**config.mk**
```make
export PLATFORM = sky130hd
export DESIGN_NAME = boot_program_loader
export DESIGN_NICKNAME = d
export VERILOG_FILES = /design/src/boot_rom.v /design/src/axil_regs.v /design/src/boot_program_loader.v
export VERILOG_INCLUDE_DIRS = /design/src
export SDC_FILE = /design/constraint.sdc
export NUM_CORES = 1
export LEC_CHECK = 0
export BUFFER_PORTS_ARGS = -buffer_cell sky130_fd_sc_hd__buf_2
export CAP_MARGIN = 0
export CORE_MARGIN = 8
export CORE_UTILIZATION = 40
export CTS_BUF_LIST = sky130_fd_sc_hd__clkbuf_4
export CTS_CLUSTER_DIAMETER = 120
export CTS_CLUSTER_SIZE = 24
export DETAILED_ROUTE_END_ITERATION = 16
export GPL_ROUTABILITY_DRIVEN = 0
export PLACE_DENSITY = 0.69
export SKIP_LAST_GASP = 1
export SLEW_MARGIN = 25
export SYNTH_ARGS = -nofsm -noshare
export SYNTH_HDL_FRONTEND = slang
export SYNTH_HIERARCHICAL = 1
export SYNTH_SLANG_ARGS = --single-unit
```
**constraint.sdc**
```tcl
create_clock -name clock -period 3.2 [get_ports clock]
set_clock_uncertainty 0.15 [all_clocks]
set_input_delay 0.32 -clock clock [delete_from_list [all_inputs] [get_ports clock]]
set_output_delay 0.32 -clock clock [all_outputs]
set_load 0.01 [all_outputs]
```
**src/boot_loader_consts.vh**
```
// Purpose: Shared constants of the boot program loader.
// Assumes: Included by bare name; definitions only.
// Notes:   Switch bit n is data_switches[n].
`ifndef BOOT_LOADER_CONSTS_VH
`define BOOT_LOADER_CONSTS_VH

// Bootstrap store and its target
`define ROM_LAST_IDX      6'h3F
`define BOOT_BASE_HI      10'h000
`define GR_FIFTEEN        4'hF

// Register byte offsets
`define OFF_CTRL          4'h0
`define OFF_STATUS        4'h4
`define OFF_SWITCH        4'h8
`define OFF_DECODE        4'hC

// Control and status fields
`define CTRL_START        0
`define CTRL_ENABLE       1
`define CTRL_ENABLE_RST   1'b1
`define ST_BUSY           0
`define ST_DONE           1
`define ST_FITTED         2

// Data switch fields
`define SW_TELEPRINTER    0
`define SW_DISC           1
`define SW_FORMAT_OPT     2
`define SW_PROG_CHANNEL   3
`define SW_CU_LSB         4
`define SW_CU_MSB         7
`define SW_MULTI_DEVICE   8
`define SW_DISC_USED      9
`define SW_ADDR_LSB       10
`define SW_ADDR_MSB       15

// Control-unit type codes
`define CU_TELETYPE       4'h1
`define CU_MAG_TAPE       4'h2
`define CU_DISC           4'h3
`define CU_TAPE_KEYBOARD  4'h7

// AXI responses
`define RESP_OKAY         2'h0
`define RESP_SLVERR       2'h2

`endif

```
**src/boot_rom.v**
```verilog
// Purpose: Sixty-four word read-only bootstrap store.
// Assumes: Image supplied as a parameter at build time.
// Notes:   Combinational read; the caller registers the word.
`timescale 1ns/10ps
module boot_rom #(
   parameter [1023:0] IMAGE = 1024'h0
) (
   input  wire [5:0]  word_sel,
   output wire [15:0] word
);
   // The image holds binary machine code only; its sole check is a checksum
   assign word = IMAGE[{word_sel, 4'h0} +: 16];
endmodule // boot_rom

```
**src/axil_regs.v**
```verilog
// Purpose: AXI4-Lite register slave of the boot program loader.
// Assumes: One write and one read outstanding at a time.
// Notes:   Address and data may arrive in either order.
`timescale 1ns/10ps
`include "boot_loader_consts.vh"
module axil_regs (
   input  wire        clock,
   input  wire        rst,
   input  wire [3:0]  s_axi_awaddr,
   input  wire        s_axi_awvalid,
   output reg         s_axi_awready,
   input  wire [31:0] s_axi_wdata,
   input  wire [3:0]  s_axi_wstrb,
   input  wire        s_axi_wvalid,
   output reg         s_axi_wready,
   output reg  [1:0]  s_axi_bresp,
   output reg         s_axi_bvalid,
   input  wire        s_axi_bready,
   input  wire [3:0]  s_axi_araddr,
   input  wire        s_axi_arvalid,
   output reg         s_axi_arready,
   output reg  [31:0] s_axi_rdata,
   output reg  [1:0]  s_axi_rresp,
   output reg         s_axi_rvalid,
   input  wire        s_axi_rready,
   input  wire [31:0] status_word,
   input  wire [31:0] switch_word,
   input  wire [31:0] decode_word,
   input  wire        done_set,
   output reg         sw_start_q,
   output reg         panel_enable_q,
   output reg         done_q
);
   reg [3:0]  aw_addr_q;
   reg [31:0] w_data_q;
   reg [3:0]  w_strb_q;
   reg        aw_got_q;
   reg        w_got_q;
   wire       do_write = aw_got_q & w_got_q & ~s_axi_bvalid;
   wire       wr_ctrl  = do_write & (aw_addr_q == `OFF_CTRL) & w_strb_q[0];
   wire       wr_stat  = do_write & (aw_addr_q == `OFF_STATUS) & w_strb_q[0];
   wire       wr_known = (aw_addr_q == `OFF_CTRL) | (aw_addr_q == `OFF_STATUS) |
                         (aw_addr_q == `OFF_SWITCH) | (aw_addr_q == `OFF_DECODE);

   always @(posedge clock) begin
      if (rst) begin
         s_axi_awready  <= 1'b1;
         s_axi_wready   <= 1'b1;
         s_axi_bvalid   <= 1'b0;
         s_axi_bresp    <= `RESP_OKAY;
         aw_got_q       <= 1'b0;
         w_got_q        <= 1'b0;
         aw_addr_q      <= 4'h0;
         w_data_q       <= 32'h00000000;
         w_strb_q       <= 4'h0;
         sw_start_q     <= 1'b0;
         panel_enable_q <= `CTRL_ENABLE_RST;
         done_q         <= 1'b0;
      end else begin
         sw_start_q <= 1'b0;
         if (s_axi_awready & s_axi_awvalid) begin
            aw_addr_q     <= {s_axi_awaddr[3:2], 2'h0};
            aw_got_q      <= 1'b1;
            s_axi_awready <= 1'b0;
         end
         if (s_axi_wready & s_axi_wvalid) begin
            w_data_q     <= s_axi_wdata;
            w_strb_q     <= s_axi_wstrb;
            w_got_q      <= 1'b1;
            s_axi_wready <= 1'b0;
         end
         if (do_write) begin
            aw_got_q     <= 1'b0;
            w_got_q      <= 1'b0;
            s_axi_bvalid <= 1'b1;
            s_axi_bresp  <= wr_known ? `RESP_OKAY : `RESP_SLVERR;
         end
         if (s_axi_bvalid & s_axi_bready) begin
            s_axi_bvalid  <= 1'b0;
            s_axi_awready <= 1'b1;
            s_axi_wready  <= 1'b1;
         end
         if (wr_ctrl) begin
            sw_start_q     <= w_data_q[`CTRL_START];
            panel_enable_q <= w_data_q[`CTRL_ENABLE];
         end
         // A completion in the clearing cycle is kept
         done_q <= done_set | (done_q & ~(wr_stat & w_data_q[`ST_DONE]));
      end
   end

   always @(posedge clock) begin
      if (rst) begin
         s_axi_arready <= 1'b1;
         s_axi_rvalid  <= 1'b0;
         s_axi_rdata   <= 32'h00000000;
         s_axi_rresp   <= `RESP_OKAY;
      end else if (s_axi_arready & s_axi_arvalid) begin
         s_axi_arready <= 1'b0;
         s_axi_rvalid  <= 1'b1;
         s_axi_rresp   <= `RESP_OKAY;
         case ({s_axi_araddr[3:2], 2'h0})
            `OFF_CTRL:   s_axi_rdata <= {30'h0, panel_enable_q, 1'b0};
            `OFF_STATUS: s_axi_rdata <= status_word;
            `OFF_SWITCH: s_axi_rdata <= switch_word;
            `OFF_DECODE: s_axi_rdata <= decode_word;
            default: begin
               s_axi_rdata <= 32'h00000000;
               s_axi_rresp <= `RESP_SLVERR;
            end
         endcase
      end else if (s_axi_rvalid & s_axi_rready) begin
         s_axi_rvalid  <= 1'b0;
         s_axi_arready <= 1'b1;
      end
   end
endmodule // axil_regs

```
**src/boot_program_loader.v**
```verilog
// Purpose: Loads the bootstrap into low memory and starts the CPU.
// Assumes: Memory and CPU ports answer on this clock with one-cycle acks.
// Notes:   Panel pins are synchronised; CPU is held while loading.
// Operation
// - Button loads and starts only when option fitted
// - Sixty-four word bootstrap store plus control
// - Bootstrap holds binary code, checksum only
// - Switch 2 ignored when switch 0 clear
// - Copy whole bootstrap into memory words 0-63
// - Copy data switches into general register fifteen
// - Inhibit interrupts before bootstrap runs
// - Clear program counter, then start run mode
//
// Implementation choices: the register addresses and register access over AXI4-Lite.
`timescale 1ns/10ps
`include "boot_loader_consts.vh"
module boot_program_loader #(
   parameter [1023:0] BOOT_IMAGE = 1024'h0
) (
   input  wire        clock,
   input  wire        rst,
   input  wire        option_fitted,
   input  wire        load_button,
   input  wire [15:0] data_switches,
   output reg         mem_wr_req,
   output reg  [15:0] mem_wr_addr,
   output reg  [15:0] mem_wr_data,
   input  wire        mem_wr_ack,
   output reg         gr_wr_req,
   output reg  [3:0]  gr_wr_sel,
   output reg  [15:0] gr_wr_data,
   input  wire        gr_wr_ack,
   output reg         cpu_hold,
   output reg         int_inhibit_set,
   output reg         pc_clear,
   output reg         cpu_run_start,
   input  wire [3:0]  s_axi_awaddr,
   input  wire        s_axi_awvalid,
   output wire        s_axi_awready,
   input  wire [31:0] s_axi_wdata,
   input  wire [3:0]  s_axi_wstrb,
   input  wire        s_axi_wvalid,
   output wire        s_axi_wready,
   output wire [1:0]  s_axi_bresp,
   output wire        s_axi_bvalid,
   input  wire        s_axi_bready,
   input  wire [3:0]  s_axi_araddr,
   input  wire        s_axi_arvalid,
   output wire        s_axi_arready,
   output wire [31:0] s_axi_rdata,
   output wire [1:0]  s_axi_rresp,
   output wire        s_axi_rvalid,
   input  wire        s_axi_rready
);
   localparam [2:0] S_IDLE     = 3'h0;
   localparam [2:0] S_COPY_SET = 3'h1;
   localparam [2:0] S_COPY_ACK = 3'h2;
   localparam [2:0] S_GR_ACK   = 3'h3;
   localparam [2:0] S_INHIBIT  = 3'h4;
   localparam [2:0] S_PC_CLEAR = 3'h5;
   localparam [2:0] S_RUN      = 3'h6;

   // Two-flop synchronisers; only the second stage is read
   reg  [17:0] pins_s1_q;
   reg  [17:0] pins_s2_q;
   reg         button_prev_q;
   reg  [2:0]  state_q;
   reg  [5:0]  word_idx_q;
   reg  [15:0] switches_q;
   reg         done_pulse_q;
   wire [15:0] rom_word;
   wire        sw_start;
   wire        panel_enable;
   wire        done_flag;

   wire [15:0] sw_live      = pins_s2_q[15:0];
   wire        button_live  = pins_s2_q[16];
   wire        fitted_live  = pins_s2_q[17];
   wire        button_press = button_live & ~button_prev_q;
   // Without the option fitted, neither the button nor software starts a load
   wire        start = fitted_live & panel_enable & (state_q == S_IDLE) & (button_press | sw_start);

   always @(posedge clock) begin
      if (rst) begin
         pins_s1_q     <= 18'h00000;
         pins_s2_q     <= 18'h00000;
         button_prev_q <= 1'b0;
      end else begin
         pins_s1_q     <= {option_fitted, load_button, data_switches};
         pins_s2_q     <= pins_s1_q;
         button_prev_q <= button_live;
      end
   end

   boot_rom #(
      .IMAGE (BOOT_IMAGE)
   ) u_rom (
      .word_sel (word_idx_q),
      .word     (rom_word)
   );

   always @(posedge clock) begin
      if (rst) begin
         state_q         <= S_IDLE;
         word_idx_q      <= 6'h00;
         switches_q      <= 16'h0000;
         mem_wr_req      <= 1'b0;
         mem_wr_addr     <= 16'h0000;
         mem_wr_data     <= 16'h0000;
         gr_wr_req       <= 1'b0;
         gr_wr_sel       <= 4'h0;
         gr_wr_data      <= 16'h0000;
         cpu_hold        <= 1'b0;
         int_inhibit_set <= 1'b0;
         pc_clear        <= 1'b0;
         cpu_run_start   <= 1'b0;
         done_pulse_q    <= 1'b0;
      end else begin
         int_inhibit_set <= 1'b0;
         pc_clear        <= 1'b0;
         cpu_run_start   <= 1'b0;
         done_pulse_q    <= 1'b0;
         case (state_q)
            S_IDLE: begin
               if (start) begin
                  // Switches are frozen so the whole load sees one setting
                  switches_q <= sw_live;
                  word_idx_q <= 6'h00;
                  cpu_hold   <= 1'b1;
                  state_q    <= S_COPY_SET;
               end
            end
            S_COPY_SET: begin
               mem_wr_req  <= 1'b1;
               mem_wr_addr <= {`BOOT_BASE_HI, word_idx_q};
               mem_wr_data <= rom_word;
               state_q     <= S_COPY_ACK;
            end
            S_COPY_ACK: begin
               // Each word waits for its ack before the next goes out
               if (mem_wr_ack) begin
                  mem_wr_req <= 1'b0;
                  if (word_idx_q == `ROM_LAST_IDX) begin
                     gr_wr_req  <= 1'b1;
                     gr_wr_sel  <= `GR_FIFTEEN;
                     gr_wr_data <= switches_q;
                     state_q    <= S_GR_ACK;
                  end else begin
                     word_idx_q <= word_idx_q + 6'h01;
                     state_q    <= S_COPY_SET;
                  end
               end
            end
            S_GR_ACK: begin
               if (gr_wr_ack) begin
                  gr_wr_req       <= 1'b0;
                  int_inhibit_set <= 1'b1;
                  state_q         <= S_INHIBIT;
               end
            end
            S_INHIBIT: begin
               pc_clear <= 1'b1;
               state_q  <= S_PC_CLEAR;
            end
            S_PC_CLEAR: begin
               // Hold drops with the run pulse so nothing runs before the clear
               cpu_run_start <= 1'b1;
               cpu_hold      <= 1'b0;
               done_pulse_q  <= 1'b1;
               state_q       <= S_RUN;
            end
            S_RUN: begin
               state_q <= S_IDLE;
            end
            default: begin
               state_q <= S_IDLE;
            end
         endcase
      end
   end

   // Decoded view of the frozen switches; the bootstrap reads the raw word
   wire [3:0] cu_type     = switches_q[`SW_CU_MSB:`SW_CU_LSB];
   wire       src_reader  = switches_q[`SW_TELEPRINTER];
   wire       src_disc    = switches_q[`SW_DISC];
   wire       fmt_opt     = switches_q[`SW_TELEPRINTER] & switches_q[`SW_FORMAT_OPT];
   wire       prog_chan   = switches_q[`SW_PROG_CHANNEL];
   wire       multi_dev   = switches_q[`SW_MULTI_DEVICE];
   wire       disc_used   = switches_q[`SW_DISC_USED];
   wire [5:0] dev_addr    = switches_q[`SW_ADDR_MSB:`SW_ADDR_LSB];
   wire       src_other   = ~src_reader & ~src_disc;
   wire       cu_known    = (cu_type == `CU_TELETYPE) | (cu_type == `CU_MAG_TAPE) |
                            (cu_type == `CU_DISC) | (cu_type == `CU_TAPE_KEYBOARD);

   wire [31:0] status_word = {10'h000, word_idx_q, 5'h00, state_q, 5'h00,
                              fitted_live, done_flag, cpu_hold};
   wire [31:0] decode_word = {14'h0000, dev_addr, cu_type, cu_known, disc_used, multi_dev,
                              prog_chan, fmt_opt, src_other, src_disc, src_reader};

   axil_regs u_regs (
      .clock          (clock),
      .rst            (rst),
      .s_axi_awaddr   (s_axi_awaddr),
      .s_axi_awvalid  (s_axi_awvalid),
      .s_axi_awready  (s_axi_awready),
      .s_axi_wdata    (s_axi_wdata),
      .s_axi_wstrb    (s_axi_wstrb),
      .s_axi_wvalid   (s_axi_wvalid),
      .s_axi_wready   (s_axi_wready),
      .s_axi_bresp    (s_axi_bresp),
      .s_axi_bvalid   (s_axi_bvalid),
      .s_axi_bready   (s_axi_bready),
      .s_axi_araddr   (s_axi_araddr),
      .s_axi_arvalid  (s_axi_arvalid),
      .s_axi_arready  (s_axi_arready),
      .s_axi_rdata    (s_axi_rdata),
      .s_axi_rresp    (s_axi_rresp),
      .s_axi_rvalid   (s_axi_rvalid),
      .s_axi_rready   (s_axi_rready),
      .status_word    (status_word),
      .switch_word    ({16'h0000, switches_q}),
      .decode_word    (decode_word),
      .done_set       (done_pulse_q),
      .sw_start_q     (sw_start),
      .panel_enable_q (panel_enable),
      .done_q         (done_flag)
   );
endmodule // boot_program_loader

```
; Yosys cells after proc, flatten, opt, wreduce, memory -nomap -nowiden
; Cells that the tools add are included.
[word_totals]
register_bits = 156
in_bits = 71
out_inout_bits = 99
[classes]
addsub = 1
eq_ne = 21
n_shift = 1
mux = 26
n_bitwise = 34
reduce_logical = 19
[op_table]
columns = op, n
row1 = $shiftx A1024 B11 Y16 const A, 1
row2 = $pmux W32 S4, 1
row3 = $and A1 B1 Y1, 19
row4 = $mux W6, 3
row5 = $pmux W3 S6, 1
row6 = $mux W1, 12
row7 = $pmux W6 S2, 1
row8 = $ne A2 B2 Y1 const B, 5
row9 = $reduce_bool A2 Y1, 5
row10 = $mux W3, 3
row11 = $eq A2 B2 Y1 const B, 4
row12 = $eq A4 B2 Y1 const B, 2
row13 = $or A1 B1 Y1, 8
row14 = $reduce_and A4 Y1, 2
row15 = $reduce_or A2 Y1, 4
row16 = $not A1 Y1, 7
row17 = $add A6 B1 Y6 const B, 1
row18 = $eq A3 B2 Y1 const B, 2
row19 = $eq A3 B3 Y1 const B, 2
row20 = $eq A6 B6 Y1 const B, 1
row21 = $pmux W1 S2, 3
row22 = $reduce_and A2 Y1, 3
row23 = $reduce_and A3 Y1, 2
row24 = $eq A2 B1 Y1 const B, 2
row25 = other kinds (7), 8

; Logic depth before layout (Yosys ltp)
[depth]
word_depth = 8
ltp_mapped = 7
depth_no_buf = 6

; Hierarchy
; Netlist, hierarchy kept.
[modules_own_cells]
columns = module, instances, cells_per_inst, area_each_um2, seq_area_each_um2
row1 = boot_program_loader, 1, 386, 3743.6, 2142.1
row2 = axil_regs, 1, 256, 2592.5, 960.9
row3 = boot_rom, 1, 17, 123.9, 0.0

; Worst setup path before layout
; OpenSTA, ideal clock, no wires.
[synth_timing]
path_type = register -> register
startpoint = register word_idx_q[0]
endpoint = register gr_wr_data[0]
setup_ns = 0.128
t_arrival_ns = 1.557
required_time_ns = 2.922
setup_slack_ns = 1.365
path_stages_with_launch = 8
synth_period_minus_slack_ns = 1.835
cell_sequence = dfxtp_1 -> ha_1 -> nand4_1 -> or3_1 -> buf_6 -> buf_6 -> mux2i_1 -> nor2_1
[synth_between]
elab_chain_len = 2
[synth_rtl]
columns = element, line
row1 = start: declaration, boot_program_loader.v:68  ; reg [5:0] word_idx_q;
row2 = start signal: assignment, boot_program_loader.v:149  ; word_idx_q <= word_idx_q + 6'h01;
row3 = $eq A6 B6 Y1 (no source line), n/a
row4 = $reduce_and A3 Y1 (no source line), n/a
row5 = end signal: assignment, boot_program_loader.v:146  ; gr_wr_data <= switches_q;
row6 = end: declaration, boot_program_loader.v:31  ; output reg [15:0] gr_wr_data,
; Every way passes these cells.
; A chain may end at the register's enable or synchronous reset.

; Worst setup path in the final report
[layout_timing]
startpoint = register state_q[1]
endpoint = register gr_wr_data[5]
[layout_between]
elab_chain_len = 2
[layout_rtl]
columns = element, line
row1 = start: declaration, boot_program_loader.v:67  ; reg [2:0] state_q;
row2 = start signal: assignment, boot_program_loader.v:104  ; state_q <= S_IDLE;
row3 = start signal: assignment, boot_program_loader.v:130  ; state_q <= S_COPY_SET;
row4 = start signal: assignment, boot_program_loader.v:137  ; state_q <= S_COPY_ACK;
row5 = $eq A3 B2 Y1, boot_program_loader.v:123  ; case (state_q)
row6 = $reduce_and A3 Y1 (no source line), n/a
; Every way passes these cells.

==> impl_metrics.ini <==
[place]
dp_hpwl_mm = 9.969
port_buffers = 119
dp.cells = 999
pre_cts_ws_ps = 979.6

[timing]
rsz0062_at_grt = false
final_max_slew_viol_count = 0
finalCriticalPeriod_ps = 2245
tightest_slew_ps = 873.5
min_period_over_period_pct = 70.15
hold_violations = 0
setup_viol = 0
fmax_ghz = 0.4455
max-slew-margin-rel_pct = 41.77
setup_tns_ps = 0
fin_ws_ps = 955.3

[final_layout]
syn_to_final_growth_pct = 20.63
multi_input_area_um2 = 3075
final_nets = 905
ff_latch_area_um2 = 3103
final_cells = 1063
nFillCells = 1498
fin_util_pct = 49.23
drive_gt1_share_pct = 23.29

[power]
ir_worst_vdd_mv = 0.1987
p_leak_nw = 3.587
p_per_area_nw_per_um2 = 465.3

[setup_path]
path_delay_family = simple AND/OR/NAND/NOR gates
cp-start-kind = flip-flop
worst-setup-path-type = reg -> reg
reg2regPathDepth = 4
end_kind = flip-flop
reg2reg_to = gr_wr_data[5]$_SDFFE_PP0P_
path_max_fanout = 18
r2r_start = state_q[1]$_SDFFE_PP0P_
worstPathRequired_ps = 3480
startpoint = state_q[1]$_SDFFE_PP0P_
slowest_stage = or3_2
worstSetupEndpoint = gr_wr_data[5]$_SDFFE_PP0P_
r2r_slack_ps = 960
crit_chain = nand4bb_4 > or3_2 > mux2i_1 > nor2_1
critPathBufInv = 0
cpPeakStageDelay_ps = 770
cp_num_cells = 4
cp.arrival_ps = 2520

[routing]
wl_per_cell_um = 13.96
totalWireLength_mm = 14.84
vias = 4981
antenna_left = 0
vias_per_cell = 4.686
drt_pass1_iterations = 7
drt_iter0_markers = 295
route.detailed.drc = 0

[floorplanning]
dieHeight_um = 143.1
core_area_um2 = 15830
fp.dieArea_um2 = 20470
num_rows = 46
num_io_pins = 170
die_x_um = 143.1
start_util_pct = 40.81

[synth]
avgSynthCellArea_um2 = 9.803
synth_edf_count = 0
yosysSeqAreaShare_pct = 48.03
syn_area_um2 = 6460
synth_area_leader_cell = dfxtp_1
async_flop_share_pct = 0
synth_cell_types = 44
synthFlopType = dfxtp_1
synthTopCellsByArea = dfxtp_1, mux2_4, a21oi_1
yosysTopAreaCellShare_pct = 48.03
syn_inst = 659
yosysWarnings = 6
synth_seq_cells = 155

[hold_path]
hp-class = in -> reg

[grt]
overflow = 0
grt_max_degree = 69
grt_pass1_wl_mm = 23.68
grt_pass1_vias = 4557
antenna_found_initial = 1
grt.total_usage_pct = 14.74

[clock_tree]
cts_tree = done
cts_setup_buffers = 0
cts.sinks = 155
cts-root-buf = clkbuf_4
cts.htree.levels = 4
clk_latency_ps = 550
cts.path.max_buffers = 2
clk_pin_slew_worst_paths_ps = 120
cts_inserted_buffers = 17

[status]
status = completed

[flow_run]
cap_viol_max_count = 0
[logic make-up after synthesis]
family	after synthesis	synth area share, %
buffers and inverters	90	9.006
other	3	0.1743
muxes	65	12.67
AOI/OAI and AO/OA	130	13.15
and+or+nand+nor	215	16.77
adders and majority gates	1	0.1937
DFF	155	48.03
[registers in the layout, summed over array words and instances (netlist names), 2 cells and up]
signal and cells:
u_regs/s_axi_rdata 32, pins_s1_q 18, pins_s2_q 18, gr_wr_data 16, mem_wr_data 16, switches_q 16, mem_wr_addr 6, word_idx_q 6
state_q 3, u_regs/aw_addr_q 2, u_regs/w_data_q 2
[where the power goes]
group          internal, mW  total (mW)  switching [mW]
Clock                 0.631        1.30           0.673
Combinational         0.148       0.320           0.171
Sequential             1.97        2.00          0.0277
Total                  2.75        3.63           0.872
[layout by cell type, fill, tap and decap left out, drive strengths merged, types with 2 or more instances in the layout]
| master | n |
|---|---|
| nand4 | 2 |
| mux2 | 31 |
| and2 | 2 |
| nor2 | 42 |
| conb | 79 |
| buf | 128 |
| nand2b | 8 |
| o21ai | 10 |
| dfxtp | 155 |
| mux2i | 33 |
| nand2 | 63 |
| a31oi | 5 |
| a21oi | 73 |
| nor2b | 40 |
| nor3b | 3 |
| a222oi | 31 |
| nand3 | 12 |
| or3 | 2 |
| o211a | 2 |
| bufinv | 4 |
| clkbuf | 19 |
| dlygate4sd3 | 31 |
| clkinv | 5 |
| or4 | 2 |
| o211ai | 2 |
| a21o | 2 |
| inv | 12 |
| clkinvlp | 2 |
| nor3 | 34 |
[stage by stage]
stage               hold slack (ps)  area [um^2]  power [mW]
finish                        65.43         7792       3.625
global route                  21.14         7792       3.818
CTS                           6.061         7790       3.680
detailed placement            272.0         7164       2.335
global placement              265.3         7158       2.330
floorplan                     263.8         6745       2.294
[metal layers]
metal  part of all wire (%)  wire length (um)  GRT usage, %
met3                    6.4               948         3.907
met5                      0                 0             0
met4                    1.6               242         6.655
met2                     46              6778         22.49
met1                     46              6875         19.06
[worst min path at each step]
stage                                   startpoint                  endpoint  slack (ps)  cells after the start
after floorplan            pins_s1_q[0]$_SDFF_PP0_   pins_s2_q[0]$_SDFF_PP0_         260                      1
after global placement    pins_s1_q[15]$_SDFF_PP0_  pins_s2_q[15]$_SDFF_PP0_         270                      1
after detailed placement  pins_s1_q[10]$_SDFF_PP0_  pins_s2_q[10]$_SDFF_PP0_         270                      1
after CTS                               mem_wr_ack   state_q[1]$_SDFFE_PP0P_           6                      4
after global routing                    mem_wr_ack   state_q[1]$_SDFFE_PP0P_          20                      4
final                                   mem_wr_ack   state_q[1]$_SDFFE_PP0P_          70                      4
[layout make-up]
cell class | instances | share of cell area, %
Clock buffer | 19 | 1.830
Clock inverter | 13 | 2.216
Antenna cell | 1 | 0.03211
Sequential cell | 155 | 39.82
Multi-Input combinational cell | 490 | 39.47
Inverter | 10 | 0.4817
Tap cell | 216 | 3.468
Timing Repair Buffer | 159 | 12.68
[cells in the mapped netlist, drive strengths merged, types with 2 or more instances]
library cell and n:
dfxtp 155, a21oi 73, nand2 63, buf 54
nor2 42, nor2b 40, nor3 34, mux2i 33
a222oi 31, mux2 31, clkbuf 26, nand3 12
inv 10, o21ai 10, nand2b 8, a31oi 5
conb 3, nor3b 3, a21o 2, and2 2
nand4 2, o211a 2, o211ai 2, or3 2
or4 2
[worst register-to-register path, stage by stage (launching register included)]
cell and delay, ps:
dfxtp_1 680, nand4bb_4 210, or3_2 770, mux2i_1 270, nor2_1 60
[repair_timing]
item / in CTS / in global routing
hold buffers: 31 / 0
resized for setup: 0 / 0
setup endpoints to repair: 0 / 0
hold endpoints to repair: 36 / 0
(Power assumes the default switching activity.)
